## src/rtl/udsp_defines.vh

```
`ifndef UDSP_DEFINES_VH
`define UDSP_DEFINES_VH

// ==============================================================
// Register offsets
`define UDSP_OFS_BURST 6'h1a
`define UDSP_OFS_STATUS 6'h1c
`define UDSP_OFS_PARTID 6'h1d
`define UDSP_OFS_REVID 6'h1e
`define UDSP_OFS_MODE 6'h20

// ==============================================================
// Field positions
`define UDSP_ST_SUPPLY 3
`define UDSP_ST_PULSE 2
`define UDSP_ST_STUCK 1
`define UDSP_ST_CRC 0
`define UDSP_BR_INPHASE 7
`define UDSP_BR_CNT_HI 5
`define UDSP_BR_CNT_LO 0
`define UDSP_MD_IO_HI 1
`define UDSP_MD_IO_LO 0
`define UDSP_MD_DG_HI 5
`define UDSP_MD_DG_LO 2

// ==============================================================
// Reset values and codes
`define UDSP_RST_BYTE 8'h00
`define UDSP_IO_MODE2 2'h2
`define UDSP_CNT_CONT 6'h00

// ==============================================================
// Serial frame layout: read flag, 6-bit address, spare bit, data byte
`define UDSP_FRAME_BITS 5'h10
`define UDSP_ADDR_BITS 5'h08
`define UDSP_LAST_BIT 5'h0f
`define UDSP_ADDR_LAST 5'h07

// ==============================================================
// Stuck detection step, in nanoseconds, and clock period
`define UDSP_STUCK_STEP_NS 1000
`define UDSP_CLK_PERIOD_NS 10

`endif

```

## src/rtl/udsp_status_pins.v

```verilog
// What this block does
// - Status bit 3 shows drive supply ready
// - Bit 2 flags a burst pulse count that differs from the programmed count
// - Bit 1 flags drive stuck past deglitch
// - Bit 0 flags nonvolatile memory CRC failure
// - Status at 0x1C, reset zero, upper zero
// - Read-only identification code at 0x1D
// - Read-only silicon revision code at 0x1E
// - Registers configured only through serial port
// - Mode 2 complementary decode of inputs
// - Mode 2 in-phase grounds both on 0/1
// - In-phase select switches both outputs together
`timescale 1ns/1ps
`default_nettype none
`include "udsp_defines.vh"

module udsp_status_pins #(
  parameter [7:0] PART_CODE = 8'h5a,     // Arbitrary value
  parameter [7:0] REVISION_CODE = 8'h01, // Arbitrary value
  parameter integer STEP_CYC = `UDSP_STUCK_STEP_NS / `UDSP_CLK_PERIOD_NS
) (
  input wire REF_CLK,
  input wire RESETN,
  input wire SPI_CS_N,
  input wire SPI_SCLK,
  input wire SPI_MOSI,
  output wire SPI_MISO,
  output wire SPI_MISO_OE,
  input wire DRIVE_INPUT_FIRST,
  input wire DRIVE_INPUT_SECOND,
  input wire BURST_WINDOW,
  input wire DRIVE_SUPPLY_OK,
  input wire NVM_CRC_FAIL,
  output wire LOW_SIDE_OUT_FIRST_O,
  output wire LOW_SIDE_OUT_FIRST_OE,
  output wire LOW_SIDE_OUT_SECOND_O,
  output wire LOW_SIDE_OUT_SECOND_OE
);

  // ==============================================================
  // Serial port
  reg sclk_q;
  reg [4:0] bit_cnt_q;
  reg [15:0] rx_q;
  reg [7:0] tx_q;
  reg miso_q;
  reg miso_oe_q;
  reg [7:0] burst_cfg_q;
  reg [7:0] mode_cfg_q;
  reg [7:0] rd_data;
  wire [7:0] status_byte;
  // SCLK is sampled on REF_CLK, so each SCLK phase must last at least one
  // full REF_CLK cycle, or an edge is missed and the frame slips by one bit
  wire sclk_rise = SPI_SCLK & ~sclk_q;
  wire sclk_fall = ~SPI_SCLK & sclk_q;
  wire [15:0] rx_next = {rx_q[14:0], SPI_MOSI};

  // Read mux; unmapped addresses return zero
  // The address is complete at the eighth rise, so the byte is picked then
  always @* begin
    case (rx_next[6:1])
      `UDSP_OFS_BURST: rd_data = burst_cfg_q;
      `UDSP_OFS_MODE: rd_data = mode_cfg_q;
      `UDSP_OFS_STATUS: rd_data = status_byte;
      `UDSP_OFS_PARTID: rd_data = PART_CODE;
      `UDSP_OFS_REVID: rd_data = REVISION_CODE;
      default: rd_data = `UDSP_RST_BYTE;
    endcase
  end

  // Frame shift, read load and register write
  always @(posedge REF_CLK or negedge RESETN) begin
    if (!RESETN) begin
      sclk_q <= 1'b0;
      bit_cnt_q <= 5'h00;
      rx_q <= 16'h0000;
      tx_q <= `UDSP_RST_BYTE;
      miso_q <= 1'b0;
      miso_oe_q <= 1'b0;
      burst_cfg_q <= `UDSP_RST_BYTE;
      mode_cfg_q <= `UDSP_RST_BYTE;
    end else begin
      sclk_q <= SPI_SCLK;
      miso_oe_q <= ~SPI_CS_N;
      // Select high aborts a partial frame: count restarts, nothing is written
      if (SPI_CS_N) begin
        bit_cnt_q <= 5'h00;
        miso_q <= 1'b0;
      end else begin
        if (sclk_rise) begin
          rx_q <= rx_next;
          bit_cnt_q <= bit_cnt_q + 5'h01;
          if (bit_cnt_q == `UDSP_ADDR_LAST) begin
            tx_q <= rd_data;
          end
          // Only the serial port writes configuration
          if (bit_cnt_q == `UDSP_LAST_BIT && !rx_q[14]) begin
            if (rx_q[13:8] == `UDSP_OFS_BURST) begin
              burst_cfg_q <= rx_next[7:0];
            end
            if (rx_q[13:8] == `UDSP_OFS_MODE) begin
              mode_cfg_q <= rx_next[7:0];
            end
          end
        end
        if (sclk_fall && bit_cnt_q >= `UDSP_ADDR_BITS && bit_cnt_q < `UDSP_FRAME_BITS) begin
          miso_q <= tx_q[7];
          tx_q <= {tx_q[6:0], 1'b0};
        end
      end
    end
  end

  // Serial data and its enable leave straight from flops
  assign SPI_MISO = miso_q;
  assign SPI_MISO_OE = miso_oe_q;

  // ==============================================================
  // Burst supervision
  reg win_q;
  reg first_q;
  reg [6:0] pulse_cnt_q;
  reg [15:0] hold_cnt_q;
  reg pulse_flt_q;
  reg stuck_flt_q;
  reg supply_q;
  reg crc_q;
  wire [5:0] want_cnt = burst_cfg_q[`UDSP_BR_CNT_HI:`UDSP_BR_CNT_LO];
  wire [3:0] dg_sel = mode_cfg_q[`UDSP_MD_DG_HI:`UDSP_MD_DG_LO];
  wire [15:0] stuck_limit = (dg_sel + 16'h0001) * STEP_CYC[15:0];
  // Status byte; the reserved upper nibble always reads zero
  assign status_byte = {4'h0, supply_q, pulse_flt_q, stuck_flt_q, crc_q};

  // Pulse count, stuck timer and live flags
  // Both faults are cleared only by the next burst start, never by a read,
  // so a host that polls late still sees what went wrong in the last burst
  always @(posedge REF_CLK or negedge RESETN) begin
    if (!RESETN) begin
      win_q <= 1'b0;
      first_q <= 1'b0;
      pulse_cnt_q <= 7'h00;
      hold_cnt_q <= 16'h0000;
      pulse_flt_q <= 1'b0;
      stuck_flt_q <= 1'b0;
      supply_q <= 1'b0;
      crc_q <= 1'b0;
    end else begin
      win_q <= BURST_WINDOW;
      first_q <= DRIVE_INPUT_FIRST;
      supply_q <= DRIVE_SUPPLY_OK;
      crc_q <= NVM_CRC_FAIL;
      if (BURST_WINDOW && !win_q) begin
        pulse_cnt_q <= 7'h00;
        hold_cnt_q <= 16'h0000;
        stuck_flt_q <= 1'b0;
        pulse_flt_q <= 1'b0;
      end else if (BURST_WINDOW) begin
        // Counter saturates so an overlong burst cannot wrap back to a match
        if (DRIVE_INPUT_FIRST && !first_q && pulse_cnt_q != 7'h7f) begin
          pulse_cnt_q <= pulse_cnt_q + 7'h01;
        end
        // Any change of the first input restarts the stuck timer
        if (DRIVE_INPUT_FIRST != first_q) begin
          hold_cnt_q <= 16'h0000;
        end else if (hold_cnt_q != 16'hffff) begin
          hold_cnt_q <= hold_cnt_q + 16'h0001;
        end
        if (hold_cnt_q >= stuck_limit) begin
          stuck_flt_q <= 1'b1;
        end
      end else if (win_q) begin
        // Burst over: compare against programmed count unless continuous
        pulse_flt_q <= (want_cnt != `UDSP_CNT_CONT) && (pulse_cnt_q != {1'b0, want_cnt});
      end
    end
  end

  // ==============================================================
  // Direct pin decode in mode 2
  reg out_first_d;
  reg out_second_d;
  reg out_first_q;
  reg out_second_q;
  // Io mode and in-phase select both come from configuration flops
  wire mode2 = mode_cfg_q[`UDSP_MD_IO_HI:`UDSP_MD_IO_LO] == `UDSP_IO_MODE2;
  wire inphase = burst_cfg_q[`UDSP_BR_INPHASE];

  // Decode the drive inputs; any other io mode leaves both outputs floating
  always @* begin
    out_first_d = 1'b0;
    out_second_d = 1'b0;
    if (mode2 && inphase) begin
      out_first_d = ~DRIVE_INPUT_FIRST & DRIVE_INPUT_SECOND;
      out_second_d = ~DRIVE_INPUT_FIRST & DRIVE_INPUT_SECOND;
    end else if (mode2) begin
      out_first_d = DRIVE_INPUT_FIRST & ~DRIVE_INPUT_SECOND;
      out_second_d = ~DRIVE_INPUT_FIRST & DRIVE_INPUT_SECOND;
    end
  end

  // Registered pull-down enables
  always @(posedge REF_CLK or negedge RESETN) begin
    if (!RESETN) begin
      out_first_q <= 1'b0;
      out_second_q <= 1'b0;
    end else begin
      out_first_q <= out_first_d;
      out_second_q <= out_second_d;
    end
  end

  // Outputs only pull to ground; the enable chooses ground or high impedance.
  // Registered enables keep decode glitches off the pins, at one cycle of lag
  assign LOW_SIDE_OUT_FIRST_O = 1'b0;
  assign LOW_SIDE_OUT_SECOND_O = 1'b0;
  assign LOW_SIDE_OUT_FIRST_OE = out_first_q;
  assign LOW_SIDE_OUT_SECOND_OE = out_second_q;

endmodule

`default_nettype wire

```

## config.mk

```make
export PLATFORM = sky130hd
export DESIGN_NAME = udsp_status_pins
export DESIGN_NICKNAME = d
export VERILOG_FILES = /design/src/rtl/udsp_status_pins.v
export VERILOG_INCLUDE_DIRS = /design/src /design/src/rtl
export SDC_FILE = /design/constraint.sdc
export NUM_CORES = 1
export LEC_CHECK = 0
export BUFFER_PORTS_ARGS = -buffer_cell sky130_fd_sc_hd__buf_2
export CORE_MARGIN = 8
export CORE_UTILIZATION = 30
export DETAILED_ROUTE_END_ITERATION = 10
export RECOVER_POWER = 50
export SLEW_MARGIN = 20
export SYNTH_ARGS = -nofsm -noshare
export SYNTH_HDL_FRONTEND = slang
export SYNTH_SLANG_ARGS = --single-unit
```

## constraint.sdc

```tcl
create_clock -name REF_CLK -period 8 [get_ports REF_CLK]
set_input_delay 0 -clock REF_CLK [delete_from_list [all_inputs] [get_ports REF_CLK]]
set_output_delay 0 -clock REF_CLK [all_outputs]
set_load 0.05 [all_outputs]
```

==> run_results.csv <==
group,metric,value,unit
power,vdd_drop_max,0.08394,mV
timing,finalCritPeriodShare,50.66,%
floorplanning,die_x,137.4,µm
worst_setup_path,cp.arrival,3520,ps
min_path,min_to,"supply_q$_DFF_PN0_",
final_layout,drive_gt1_share,16.55,%
synth,syn_avg_cell_area,10.78,µm²
timing,hold_violations,0,
clock_tree,cts_max_path_buffers,2,
synth,synth.yosys.seq_area_share,44.18,%
worst_setup_path,r2r-start,"mode_cfg_q[2]$_DFFE_PN0P_",
drt,wl,9.206,mm
worst_setup_path,crit_chain,"dlygate4sd3_1 -> clkbuf_1",
timing,finalSetupTns,0,ps
final_layout,fin_cells,619,
drt,wl_per_cell,14.87,µm
floorplanning,dieArea,18870,µm²
worst_setup_path,cp_top_family,"buffers and inverters",
global_routing,grt_pass1_wl,15.97,mm
timing,max_slew_margin,-179.0,%
clock_tree,postCtsSetupBuffers,0,
synth,yosys_most_used_dff,"dfrtp_1",
min_path,hold_class,"input port to flop",
worst_setup_path,critPathSlowestCell,"clkbuf_1",
final_layout,final_cell_mix,"dfrtp_1 (78), mux2_2 (35), nor2_1 (30), ha_1 (30), nand2_1 (23)",
clock_tree,cts_tree,"yes",
worst_setup_path,crit_buf_inv,2,
final_layout,nets,470,
clock_tree,cts-root-buf,"clkbuf_16",
worst_setup_path,path_class,"input port to asynchronous set/reset pin",
synth,synthesis.area,4418,µm²
drt,dr.first_iter.drc_count,174,
worst_setup_path,cp-end-kind,"asynchronous set/reset pin",
final_layout,syn_to_final_growth,14.10,%
outcome,failed_checks,"max-capacitance violations, max-slew violations",
synth,synthArstFlopShare,100.0,%
floorplanning,coreArea,14480,µm²
timing,finalSetupViolCount,0,
floorplanning,row_count,44,
power,power,973.7,µW
clock_tree,cts_hold_buf,9,
synth,synth-edff-count,0,
floorplanning,io_pins,16,
min_path,hold_depth,2,
worst_setup_path,crit_required,7460,ps
final_layout,final_common_cell,"dfrtp_1",
drt,viasPerCell,5.162,
global_routing,grt_max_degree,79,
drt,drc,0,
timing,clock.fmax,246.7,MHz
timing,tightest_slew,4185,ps
timing,fin_hold_ws,302.1,ps
worst_setup_path,cpPeakStageDelay,2910,ps
place,port_buffers,13,
place,gp_congestion,0.7813,
synth,synth_seq_cells,78,
timing,fin_crit,4053,ps
worst_setup_path,r2r_slack,4130,ps
timing,rsz0062_at_grt,"no",
final_layout,diodes,0,
synth,synthCells,410,
drt,first_pass_iters,4,
clock_tree,cts_sinks,78,
worst_setup_path,startpoint_type,"input port",
power,power.density,193.1,nW/µm²
synth,yosysWarnings,0,
synth,synth.distinct_cells,66,
place,dp_cells,594,
global_routing,track_usage,10.52,%
floorplanning,initial_utilization,30.51,%
power,p_leak,0.002360,µW
drt,vias,3195,
global_routing,grt_pass1_vias,3269,
clock_tree,clk_pin_slew,60,ps
worst_setup_path,timing.rr.end,"stuck_flt_q$_DFFE_PN0P_",
min_path,hp-start,"DRIVE_SUPPLY_OK",
timing,slew_violations,79,
timing,skew,8.670,ps
clock_tree,cts_resized,0,
clock_tree,clk_latency,340,ps
clock_tree,htree_levels,3,
global_routing,antenna_found_initial,0,
place,place_hpwl,6.544,mm
outcome,status,"complete, but fails checks",
drt,ant_nets,0,
final_layout,postLayoutCoreUtil,34.82,%
clock_tree,cts_inserted_buffers,9,
global_routing,grt_overflow_total,0,
flow_run,cap_violations,1,
worst_setup_path,cp_max_fo,78,
floorplanning,dieHeight,137.4,µm
worst_setup_path,r2r_cells,14,
## Yosys cell counts (all sizes together), types with 2 or more instances
master,instances,area [µm²]
dfrtp,78,1952
mux2,35,394.1
ha,30,375.4
nor2,30,112.6
nand2,23,86.33
a21oi,17,85.08
inv,17,63.81
xor2,15,131.4
nand3,11,55.05
clkbuf,10,38.78
xnor2,10,87.58
a31oi,9,56.30
nand4,9,77.57
or4,9,73.82
o2bb2ai,7,61.31
and3,5,31.28
buf,5,27.52
nand2b,5,31.28
nor2b,5,31.28
nor3,5,30.03
o211ai,5,37.54
or3,5,36.28
a21o,4,30.03
o21ai,4,20.02
o31ai,4,30.03
a211oi,3,22.52
a221oi,3,26.28
a311oi,3,26.28
and2,3,18.77
mux2i,3,30.03
nor3b,3,33.78
nor4,3,25.02
a2111oi,2,17.52
a21boi,2,15.01
a41oi,2,17.52
nand4b,2,17.52
nor4b,2,17.52
nor4bb,2,20.02
o2111ai,2,23.77
o211a,2,20.02
o21bai,2,15.01
o41ai,2,17.52
## how the worst max path moves through the flow
| stage | to | cells after the start | startpoint |
|---|---|---|---|
| finish | hold_cnt_q[10]$_DFFE_PN0P_ | 2 | RESETN |
| global route | hold_cnt_q[10]$_DFFE_PN0P_ | 2 | RESETN |
| CTS | stuck_flt_q$_DFFE_PN0P_ | 14 | mode_cfg_q[2]$_DFFE_PN0P_ |
| detailed placement | stuck_flt_q$_DFFE_PN0P_ | 14 | mode_cfg_q[2]$_DFFE_PN0P_ |
| global placement | stuck_flt_q$_DFFE_PN0P_ | 14 | mode_cfg_q[2]$_DFFE_PN0P_ |
| floorplan | stuck_flt_q$_DFFE_PN0P_ | 15 | mode_cfg_q[2]$_DFFE_PN0P_ |
## metal layers
| metal | global-route usage, % | part of all wire, % | wire (µm) |
|---|---|---|---|
| met1 | 13.08 | 47 | 4301 |
| met2 | 16.97 | 49 | 4468 |
| met3 | 2.699 | 2.8 | 255 |
| met4 | 4.466 | 2.0 | 180 |
| met5 | 0 | 0 | 0 |
## area by class of cell
type,instances,area (µm²)
repair buffers,23,156.4
flip-flops and latches,78,1952
multi-input cells,301,2340
clock buffers,11,242.7
clock inverters,5,56.30
inverters,17,63.81
fillers,1444,9438
well taps,184,230.2
## power breakdown
group | internal (µW) | switching [µW] | leakage, µW | total (µW)
sequential | 422 | 40.7 | 0.00106 | 463
combinational | 44.4 | 54.2 | 0.00116 | 98.6
clock | 250 | 162 | 0.000146 | 412
## metrics by stage
stage / instance area [µm²] / setup slack (ps)
after detailed placement: 4661 / 4104
after global placement: 4661 / 4310
after CTS: 5050 / 4097
after floorplan: 4422 / 4421
final: 5041 / 3947
after global routing: 5041 / 2996
## state kept, by name (all words and copies together) (netlist names), 5 cells and up
name / count
bit_cnt_q: 5
tx_q: 8
pulse_cnt_q: 7
hold_cnt_q: 16
mode_cfg_q: 8
rx_q: 15
burst_cfg_q: 8
## cells by family (layout without fill, tap and decap cells)
kind of cell             after synthesis  count (layout)  share of synthesized area (%)
adder cells (fa/ha/maj)               30              30                          8.496
multiplexers                          38              38                          9.601
XOR/XNOR                              25              25                          4.956
AND/OR/NAND/NOR                      128             128                          17.02
flip-flops                            78              78                          44.18
buffers and inverters                 32              56                          2.945
AO/OA/AOI/OAI                         78              78                          12.72
other                                  1               2                        0.08488
Power figures use the tool's default switching activity.
